### src/pkg/rcs_defines.svh
// Purpose: Offsets, fields, reset values and codes for the command source selector
// Assumes: APB slave with 32-bit data, one aligned word per register
// Notes:   Definitions only
`ifndef RCS_DEFINES_SVH
`define RCS_DEFINES_SVH

// Register byte offsets
`define RCS_CFG_OFS        12'h000
`define RCS_PXDEF_OFS      12'h004
`define RCS_KEYCMD_OFS     12'h008
`define RCS_COMCMD_OFS     12'h00c
`define RCS_STATUS_OFS     12'h010

// Configuration fields
`define RCS_CFG_SRC_LSB    0
`define RCS_CFG_ESC_LSB    4
`define RCS_CFG_AUTO_BIT   8
`define RCS_CFG_RST        32'h0000_0000

// Command origin codes
`define RCS_SRC_KEYPAD     3'h0
`define RCS_SRC_PAIR       3'h1
`define RCS_SRC_RUNDIR     3'h2
`define RCS_SRC_SERIAL     3'h3

// Escape key function code for local/remote toggling
`define RCS_ESC_LOCREM     2'h2

// Terminal function codes
`define RCS_FN_FWD         6'h01
`define RCS_FN_REV         6'h02
`define RCS_FN_PERMIT      6'h0d
`define RCS_FN_JOGF        6'h04
`define RCS_FN_JOGR        6'h05
`define RCS_FN_PREEX       6'h06

// Keypad and serial command bits
`define RCS_KEY_RUN_BIT    0
`define RCS_KEY_STOP_BIT   1
`define RCS_KEY_ESC_BIT    2
`define RCS_KEY_REV_BIT    3
`define RCS_KEY_JOG_BIT    4
`define RCS_COM_RUN_BIT    0
`define RCS_COM_STOP_BIT   1
`define RCS_COM_REV_BIT    2

// Function codes of all seven terminals, 6 bits each
`define RCS_PXDEF_RST      42'h0

`endif

### src/pkg/rcs_pkg.sv
// Purpose: Types for the command source selector
// Assumes: Constants come from rcs_defines.svh
// Notes:   State is one packed struct
`default_nettype none
package rcs_pkg;
    // APB request from the master
    typedef struct packed {
        logic        psel;
        logic        penable;
        logic        pwrite;
        logic [11:0] paddr;
        logic [31:0] pwdata;
    } rcs_apb_req_s;

    // Drive command to the motor control
    typedef struct packed {
        logic run;
        logic reverse;
        logic jog;
    } rcs_drive_s;

    // Whole block state
    typedef struct packed {
        logic [2:0]  src;
        logic [1:0]  esc_fn;
        logic        autostart;
        logic [41:0] pxdef;
        logic        remote;
        logic        blink;
        logic        key_run;
        logic        com_run;
        logic        com_rev;
        logic        key_rev;
        logic        term_armed;
        logic        post_fault;
        logic [6:0]  px_prev;
        logic        esc_prev;
        logic        pready;
        logic [31:0] prdata;
        logic        pslverr;
        rcs_drive_s  drive;
        logic        indicator;
    } rcs_state_s;
endpackage
`default_nettype wire

### src/design/rcs_top.sv
// Purpose: Command origin selection and local/remote arbitration for a drive
// Assumes: Inputs synchronous to clk_in; APB registers; one clock
// Notes:   Keypad, serial and terminal origins meet here; fault flag is retained externally
//
// The implementer's own choices: the register offsets and the APB slave port.
`include "rcs_defines.svh"
`default_nettype none

module rcs_top
    import rcs_pkg::*;
#(
    parameter int BLINK_BITS = 24
) (
    // Clock and reset
    input  wire logic              clk_in,
    input  wire logic              rst_in,
    // APB slave
    input  wire rcs_pkg::rcs_apb_req_s apb_in,
    output logic                   pready_out,
    output logic [31:0]            prdata_out,
    output logic                   pslverr_out,
    // Terminals, keypad, serial link
    input  wire logic [6:0]        px_in,
    input  wire logic [4:0]        key_in,
    input  wire logic [2:0]        com_in,
    input  wire logic              fault_reset_seen_in,
    // Drive command and indicator
    output rcs_pkg::rcs_drive_s    drive_out,
    output logic                   set_indicator_out,
    output logic                   remote_out
);
    import rcs_pkg::*;

    rcs_state_s           st;
    rcs_state_s           next_st;
    logic [BLINK_BITS-1:0] blink_cnt;
    logic                 strap_done;

    // Terminal role mask for one function code
    function automatic logic [6:0] role_mask(input logic [41:0] defs, input logic [5:0] code);
        logic [6:0] m;
        m = '0;
        for (int i = 0; i < 7; i++) begin
            m[i] = (defs[i*6 +: 6] == code);
        end
        return m;
    endfunction

    logic [6:0] m_fwd, m_rev, m_perm, m_hold;
    logic       t_fwd, t_rev, t_perm, t_any_cmd, t_all_off, t_rise;
    logic       esc_press, wr, rd, esc_wr_toggle;
    logic [1:0] wr_esc;
    rcs_drive_s want;

    // Terminal decode
    always_comb begin
        m_fwd     = role_mask(st.pxdef, `RCS_FN_FWD);
        m_rev     = role_mask(st.pxdef, `RCS_FN_REV);
        m_perm    = role_mask(st.pxdef, `RCS_FN_PERMIT);
        m_hold    = m_fwd | m_rev | role_mask(st.pxdef, `RCS_FN_JOGF)
                  | role_mask(st.pxdef, `RCS_FN_JOGR) | role_mask(st.pxdef, `RCS_FN_PREEX);
        t_fwd     = |(px_in & m_fwd);
        t_rev     = |(px_in & m_rev);
        t_perm    = |(px_in & m_perm);
        t_any_cmd = |(px_in & m_hold);
        t_all_off = (px_in == 7'h00);
        t_rise    = |(px_in & ~st.px_prev & m_hold);
        esc_press = key_in[`RCS_KEY_ESC_BIT] & ~st.esc_prev;
        wr        = apb_in.psel & apb_in.penable & apb_in.pwrite;
        rd        = apb_in.psel & ~apb_in.pwrite;
        wr_esc    = apb_in.pwdata[`RCS_CFG_ESC_LSB +: 2];
        esc_wr_toggle = wr && (apb_in.paddr == `RCS_CFG_OFS) && (wr_esc == `RCS_ESC_LOCREM)
                      && (st.esc_fn != `RCS_ESC_LOCREM);
    end

    // Next state
    always_comb begin
        next_st         = st;
        next_st.px_prev = px_in;
        next_st.esc_prev = key_in[`RCS_KEY_ESC_BIT];
        next_st.pready  = apb_in.psel & ~apb_in.penable;
        next_st.pslverr = 1'b0;
        // Keypad run/stop latch
        if (key_in[`RCS_KEY_STOP_BIT]) begin
            next_st.key_run = 1'b0;
        end else if (key_in[`RCS_KEY_RUN_BIT]) begin
            next_st.key_run = 1'b1;
        end
        next_st.key_rev = key_in[`RCS_KEY_REV_BIT];
        // Serial run/stop latch
        if (com_in[`RCS_COM_STOP_BIT]) begin
            next_st.com_run = 1'b0;
        end else if (com_in[`RCS_COM_RUN_BIT]) begin
            next_st.com_run = 1'b1;
        end
        next_st.com_rev = com_in[`RCS_COM_REV_BIT];
        // Terminal interlock: arm only on a fresh rising edge; all released clears post fault
        if (st.post_fault) begin
            if (t_all_off) begin
                next_st.post_fault = 1'b0;
            end
        end else if (!st.term_armed && (t_rise || (!t_any_cmd && !st.autostart))) begin
            next_st.term_armed = t_rise;
        end
        // Local/remote toggling by the escape key
        if (esc_press && st.esc_fn == `RCS_ESC_LOCREM) begin
            next_st.remote = ~st.remote;
            if (st.remote) begin
                next_st.key_run = 1'b0;
            end else begin
                // Digital origins restart only on their next command
                next_st.com_run = 1'b0;
                next_st.key_run = 1'b0;
                if (st.post_fault) begin
                    next_st.term_armed = 1'b0;
                end
            end
        end
        if (esc_wr_toggle) begin
            next_st.remote = 1'b1;
        end
        // Register writes; mode change never touches these
        if (wr) begin
            unique case (apb_in.paddr)
                `RCS_CFG_OFS: begin
                    next_st.src       = apb_in.pwdata[`RCS_CFG_SRC_LSB +: 3];
                    next_st.esc_fn    = wr_esc;
                    next_st.autostart = apb_in.pwdata[`RCS_CFG_AUTO_BIT];
                end
                `RCS_PXDEF_OFS: next_st.pxdef[31:0] = apb_in.pwdata;
                `RCS_KEYCMD_OFS: next_st.pxdef[41:32] = apb_in.pwdata[9:0];
                default: next_st.pslverr = (apb_in.paddr > `RCS_STATUS_OFS) & st.pready;
            endcase
        end
        if (apb_in.psel && !apb_in.penable && apb_in.paddr > `RCS_STATUS_OFS) begin
            next_st.pslverr = 1'b1;
        end
        // Read data
        if (rd) begin
            unique case (apb_in.paddr)
                `RCS_CFG_OFS:    next_st.prdata = {23'h0, st.autostart, 2'h0, st.esc_fn,
                                                   1'h0, st.src};
                `RCS_PXDEF_OFS:  next_st.prdata = st.pxdef[31:0];
                `RCS_KEYCMD_OFS: next_st.prdata = {22'h0, st.pxdef[41:32]};
                `RCS_STATUS_OFS: next_st.prdata = {26'h0, st.post_fault, st.term_armed,
                                                   st.remote, st.drive};
                default:         next_st.prdata = 32'h0;
            endcase
        end
        // Command arbitration
        want = '0;
        if (!st.remote) begin
            want.run     = st.key_run;
            want.reverse = st.key_rev;
            want.jog     = key_in[`RCS_KEY_JOG_BIT] & t_perm;
        end else begin
            unique case (st.src)
                `RCS_SRC_KEYPAD: begin
                    want.run     = st.key_run;
                    want.reverse = st.key_rev;
                end
                `RCS_SRC_PAIR: begin
                    want.run     = (t_fwd ^ t_rev) & st.term_armed & ~st.post_fault;
                    want.reverse = t_rev;
                end
                `RCS_SRC_RUNDIR: begin
                    // Direction tracks the terminal even while the run is not armed
                    want.run     = t_fwd & st.term_armed & ~st.post_fault;
                    want.reverse = t_rev;
                end
                `RCS_SRC_SERIAL: begin
                    want.run     = st.com_run;
                    want.reverse = st.com_rev;
                end
                default: want = '0;
            endcase
        end
        next_st.drive     = want;
        next_st.blink     = blink_cnt[BLINK_BITS-1];
        next_st.indicator = ~st.remote & st.blink;
    end

    // Registered state and flash divider
    always_ff @(posedge clk_in or posedge rst_in) begin
        if (rst_in) begin
            st            <= '0;
            st.remote     <= 1'b1;
            st.pxdef      <= `RCS_PXDEF_RST;
            blink_cnt     <= '0;
            strap_done    <= 1'b0;
        end else begin
            st         <= next_st;
            blink_cnt  <= blink_cnt + 1'b1;
            strap_done <= 1'b1;
            // Power-up mode caught after reset release
            if (!strap_done) begin
                st.remote     <= ~fault_reset_seen_in;
                st.post_fault <= fault_reset_seen_in;
                st.term_armed <= 1'b0;
            end
        end
    end

    assign pready_out        = st.pready;
    assign prdata_out        = st.prdata;
    assign pslverr_out       = st.pslverr;
    assign drive_out         = st.drive;
    assign set_indicator_out = st.indicator;
    assign remote_out        = st.remote;

    // Checks
    property p_local_flash;
        @(posedge clk_in) disable iff (rst_in)
        (!st.remote && !$past(st.remote)) |-> (set_indicator_out == $past(st.blink));
    endproperty
    a_local_flash: assert property (p_local_flash) else $error("indicator wrong in local");

    property p_remote_dark;
        @(posedge clk_in) disable iff (rst_in)
        (st.remote && $past(st.remote)) |-> !set_indicator_out;
    endproperty
    a_remote_dark: assert property (p_remote_dark) else $error("indicator lit in remote");

    property p_esc_gated;
        @(posedge clk_in) disable iff (rst_in)
        (esc_press && st.esc_fn != `RCS_ESC_LOCREM && !esc_wr_toggle && strap_done)
            |=> (st.remote == $past(st.remote));
    endproperty
    a_esc_gated: assert property (p_esc_gated) else $error("mode changed without toggle");

    property p_rundir;
        @(posedge clk_in) disable iff (rst_in)
        (st.remote && st.src == `RCS_SRC_RUNDIR && !esc_press && strap_done)
            |=> (drive_out.reverse == $past(t_rev));
    endproperty
    a_rundir: assert property (p_rundir) else $error("direction not from reverse input");

    property p_pair_stop;
        @(posedge clk_in) disable iff (rst_in)
        (st.remote && st.src == `RCS_SRC_PAIR && t_fwd == t_rev) |=> !drive_out.run;
    endproperty
    a_pair_stop: assert property (p_pair_stop) else $error("pair mode ran on equal inputs");

    property p_jog_permit;
        @(posedge clk_in) disable iff (rst_in)
        (!st.remote && !t_perm) |=> !drive_out.jog;
    endproperty
    a_jog_permit: assert property (p_jog_permit) else $error("jog without permit");

    property p_no_autostart;
        @(posedge clk_in) disable iff (rst_in)
        (!st.term_armed && st.remote && st.src == `RCS_SRC_RUNDIR) |=> !drive_out.run;
    endproperty
    a_no_autostart: assert property (p_no_autostart) else $error("unarmed terminal run");

    property p_local_stop;
        @(posedge clk_in) disable iff (rst_in)
        (esc_press && st.remote && st.esc_fn == `RCS_ESC_LOCREM) |=> ##1 !drive_out.run;
    endproperty
    a_local_stop: assert property (p_local_stop) else $error("run kept after going local");
endmodule
`default_nettype wire

### config.mk
export PLATFORM = sky130hd
export DESIGN_NAME = rcs_top
export DESIGN_NICKNAME = d
export VERILOG_FILES = /design/src/pkg/rcs_pkg.sv /design/src/design/rcs_top.sv
export VERILOG_INCLUDE_DIRS = /design/src /design/src/pkg
export SDC_FILE = /design/constraint.sdc
export NUM_CORES = 1
export LEC_CHECK = 0
export BUFFER_PORTS_ARGS = -buffer_cell sky130_fd_sc_hd__buf_2
export CAP_MARGIN = 5
export CORE_ASPECT_RATIO = 1.75
export CORE_MARGIN = 2
export CORE_UTILIZATION = 60
export CTS_CLUSTER_DIAMETER = 40
export DETAILED_ROUTE_END_ITERATION = 8
export HOLD_SLACK_MARGIN = 0.1
export PLACE_DENSITY = 0.95
export SETUP_SLACK_MARGIN = 0.02
export SLEW_MARGIN = 5
export SYNTH_ARGS = -nofsm -noshare
export SYNTH_HDL_FRONTEND = slang
export SYNTH_SLANG_ARGS = --single-unit
### constraint.sdc
create_clock -name clk_in -period 11.1 [get_ports clk_in]
set_clock_uncertainty 0.15 [all_clocks]
set_input_delay 0.555 -clock clk_in [delete_from_list [all_inputs] [get_ports clk_in]]
set_output_delay 0.555 -clock clk_in [all_outputs]
set_load 0.01 [all_outputs]
Yosys cells after proc, flatten, opt, wreduce, memory -nomap -nowiden

Cells that the tools add are included.

Muxes and demuxes: 23
Equality and inequality tests: 52
Bitwise operators: 30
Reduce and logical (&&, ||, !) cells: 26
Add/sub/neg operators: 1
Magnitude comparators: 1

Operators with widths:

| operator                                                        | count |
|---|---|
| one-hot mux 32 bit (4 select lines)                             | 1 |
| equality test 6 x 3 -> 1 bit (second input constant)            | 21 |
| bitwise AND 7 bit                                               | 6 |
| equality test 6 x 1 -> 1 bit (second input constant)            | 7 |
| equality test 6 x 2 -> 1 bit (second input constant)            | 7 |
| equality test 6 x 4 -> 1 bit (second input constant)            | 7 |
| OR reduction 7 bit                                              | 5 |
| OR 7 bit                                                        | 4 |
| adder 24 x 1 -> 24 bit (second input constant)                  | 1 |
| 2-to-1 mux 1 bit                                                | 18 |
| bitwise AND 1 bit                                               | 12 |
| equality test 12 x 3 -> 1 bit (second input constant)           | 1 |
| equality test 12 x 4 -> 1 bit (second input constant)           | 1 |
| equality test 12 x 5 -> 1 bit (second input constant)           | 1 |
| greater-than comparator 12 x 5 -> 1 bit (second input constant) | 1 |
| logical NOT 12 bit                                              | 1 |
| logical AND 1 bit                                               | 8 |
| one-hot mux 2 bit (4 select lines)                              | 1 |
| logical NOT 7 bit                                               | 1 |
| inverter 7 bit                                                  | 1 |
| equality test 3 x 2 -> 1 bit (second input constant)            | 2 |
| inverter 1 bit                                                  | 6 |
| AND reduction 2 bit                                             | 3 |
| equality test 2 bit (second input constant)                     | 2 |
| other kinds (11)                                                | 15 |

Register bits after elaboration: 127
Input port bits: 65

Depth between registers and ports, before layout

Depth in word-level cells: 17
Depth in mapped cells: 7

Worst setup path after synthesis

No wires, ideal clock.

Kind: in2reg
From: input port apb_in[42] in the netlist's numbering
To: register st, in the netlist remote_out
Stages: 7
Setup time: 77 ps
Required time: 10873 ps
Slack: 8317 ps
Arrival time: 2556 ps
Cell sequence: or4_4 nor4_4 nand2_2 or3_1 buf_6 or4b_1 a31oi_1

Cells in the longest elaborated chain, start to end: 6
Elaborated cells on any way between the ends: 7
Those cells by class: eq/ne: 1; mux: 2; reduce/logical: 4

Ends and longest elaborated chain:

| item                             | RTL line       | text |
|---|---|---|
| start: declaration               | rcs_top.sv:18  | `input wire rcs_pkg::rcs_apb_req_s apb_in,` |
| logical NOT 12 bit *             | -              |  |
| logical AND 1 bit * (3 in a row) | rcs_top.sv:72  | `` esc_wr_toggle = wr && (apb_in.paddr == `RCS_CFG_OFS) && (wr_esc == `RCS_ESC_LOCREM) `` |
| 2-to-1 mux 1 bit                 | rcs_top.sv:119 | `if (esc_wr_toggle) begin` |
| 2-to-1 mux 1 bit                 | rcs_top.sv:196 | `if (!strap_done) begin` |
| end signal: assignment           | rcs_top.sv:192 | `st <= next_st;` |
| end: declaration                 | rcs_top.sv:34  | `rcs_state_s st;` |

Every way passes the cells marked *; elsewhere a longest branch is shown, timed or not.
A chain may end at the register's enable or synchronous reset.

Worst setup path after layout

From: input port apb_in[42] in the netlist's numbering
To: register st, in the netlist prdata_out[30]

Cells in the longest elaborated chain, start to end: 2
Elaborated cells on any way between the ends: 5
Those cells by class: eq/ne: 3; mux: 1; reduce/logical: 1

Ends and longest elaborated chain:

| item                                                  | RTL line       | text |
|---|---|---|
| equality test 12 x 5 -> 1 bit (tied with other cells) | rcs_top.sv:140 | `unique case (apb_in.paddr)` |
| one-hot mux 32 bit (4 select lines) *                 | rcs_top.sv:140 |  |

Marks and branches as above.

==> run metrics <==
most common cell after layout, fill and taps aside dfrtp_1; Final Max Slew Viols 0; Synth cell types 57; DRC 0; total negative setup slack 0 ns; n_diodes 0; fin crit share between 20% and 30%; PwrDens 158.4 mW/mm2; main flop type after synthesis dfrtp_1; GRT overflow 0; worst skew pair latency about 0.42 ns; Die Area 0.01062 mm2; Worst Tran Pin Value 1.115 ns; Cell Rows between 40 and 50; clk buf depth 2; Worst slew margin 25.34%; core box area between 0.009 and 0.01 mm2; synthesis-to-finish area growth 17.53%; Initial Util ~62%; asr flop ratio synth 100.0%; CP required 11.27 ns; hold_sp px_in[1]; Storage cell area 0.003179 mm2; largest net degree at the start of global routing 89; achievable frequency 0.3531 GHz; nets@finish 675; fill count 568; critical path type in -> reg; first-pass GRT wire length approximately 25 mm; worst-case hold path end point st[40]; Vias roughly 4700; most frequent cells in the layout dfrtp_1, buf_2, nand2_1; Die Y 134.8 um; maxcap violations 0; Leak 3.314 nW; chip width 78.76 um; dpl hpwl 9.870 mm; Syn Area/Cell 11.03 um2; net count after synthesis 598; IO Pins 104; CTS Buf Count 17; worst reg2reg path startpoint st[83]; Port Buffers roughly 100; R2R cell count 6; CTS resizes 0; CTS tree built; HP Class in -> reg; fraction of layout cells with a size suffix above 1 32.48%; final WL 15.23 mm; GPL Wtd Cong 0.9642; via/cell ratio 6.301; CTS clk-pin slew, worst paths 0.06 ns; CTS Root Cell clkbuf_16; CP Data Arrival Time 3.01 ns; Worst Setup SP apb_in[42]; Max rail drop VDD 0.1354 mV; critical path capture point type flip-flop; Power Total 1.093 mW; DRT antenna net count 0; Synth Register Bits about 130; routed len/inst just over 20 um; startpoint types input pin; min Tclk post-route 2.832 ns; drt pass-1 iters 6; vias in the first global route 4849; sequential fraction of the synthesis area 54.18%; EDFF count, synth 0; maximum fanout along the worst path 23; footprint of the multi-input gates roughly 0.0023 mm2; htree depth 4; status completed; Tot GR Track Use 31.02%; clk sinks 127; initial antenna violation count 0; RR Endpoint drive_out[2]; Iter 0 DRT Violations 636; fin util 72.84%; Ys Warns 0; endpoints failing setup 0; RSZ-0062 raised after global routing no; Mapped Cells between 500 and 600; hold path depth 1; post-synth design cell area 0.005868 mm2; Final Hold Vio Count 0; Reg2Reg Setup Slack 8.35 ns
per-stage QoR:
| stage | std cells | worst slack [ns] | cell area (um2) | hold WS [ns] |
|---|---|---|---|---|
| final | 744 | 8.268 | 6897 | 0.1380 |
| after global routing | 744 | 8.046 | 6897 | 0.1350 |
| after CTS | 744 | 8.305 | 6897 | 0.1225 |
| after detailed placement | 708 | 7.926 | 6233 | 0.2378 |
| after global placement | 708 | 8.057 | 6233 | 0.2387 |
| after floorplan | 532 | 7.012 | 5868 | 0.2229 |
what timing repair did:
item | 4_1_cts | 5_1_grt
setup buffers | 0 | 0
hold buffers | 4 | 0
hold endpoints to repair | 42 | 0
setup endpoints to repair | 0 | 0
Yosys cell counts (7+ instances only):
master / count / share of area [%]
a21oi_1: 9 / 0.77
buf_4: 35 / 4.5
clkbuf_1: 14 / 0.90
dfrtp_1: 126 / 54
mux2_2: 48 / 9.2
nand2_1: 79 / 5.1
nand3_1: 10 / 0.85
nand4_1: 10 / 1.1
nor2_1: 19 / 1.2
nor3_1: 16 / 1.4
nor4_1: 8 / 0.85
o21ai_0: 32 / 2.7
or4b_2: 7 / 1.2
xnor2_1: 19 / 2.8
routing by layer:
metal	vias to the layer above	GRT usage, %	part of all wire [%]
li1	2024	-	-
met1	2262	35.42	35
met2	299	50.90	51
met3	103	8.890	7.9
met4	0	19.20	6.5
met5	-	0	0
report_power, final:
part,switching [mW],total [mW],internal [mW]
clock network,0.205,0.578,0.373
logic,0.0272,0.0428,0.0156
registers,0.00385,0.472,0.468
registers in the layout, summed over array words and instances (netlist names):
register           count
remote_out             1
blink_cnt             24
drive_out              3
pslverr_out            1
st                    63
pready_out             1
strap_done             1
prdata_out            32
set_indicator_out      1
worst max path at each step:
stage / cells after the start / slack, ns / end
after global routing: 7 / 8.05 / prdata_out[30]
after CTS: 7 / 8.31 / prdata_out[12]
final: 7 / 8.27 / prdata_out[30]
after floorplan: 1 / 7.01 / blink_cnt[0]
after detailed placement: 7 / 7.93 / prdata_out[24]
after global placement: 7 / 8.06 / prdata_out[2]
layout make-up:
| class | instances | share of cell area, % |
|---|---|---|
| sequential | 127 | 46.10 |
| multi-input combinational | 348 | 33.96 |
| timing repair buffer | 110 | 8.382 |
| clock buffer | 21 | 6.821 |
| clock inverter | 11 | 2.213 |
| tap | 122 | 2.213 |
| inverter | 5 | 0.3084 |
cells by family after synthesis:
| family | synth area share (%) |
|---|---|
| multiplexers | 10.06 |
| AO/OA/AOI/OAI | 7.335 |
| other | 0.06390 |
| buffers and inverters | 6.055 |
| AND/OR/NAND/NOR | 18.51 |
| XOR/XNOR | 3.582 |
| adder cells (fa/ha/maj) | 0.2132 |
| flip-flops | 54.18 |
worst max-delay path: stages:
cell and delay (ns):
buf_2 0.10, or4_4 0.53, nor4_4 0.29, nand2_1 0.19
nor4b_4 0.94, nand2_1 0.17, o21ai_0 0.23
Power figures use the tool's default switching activity.
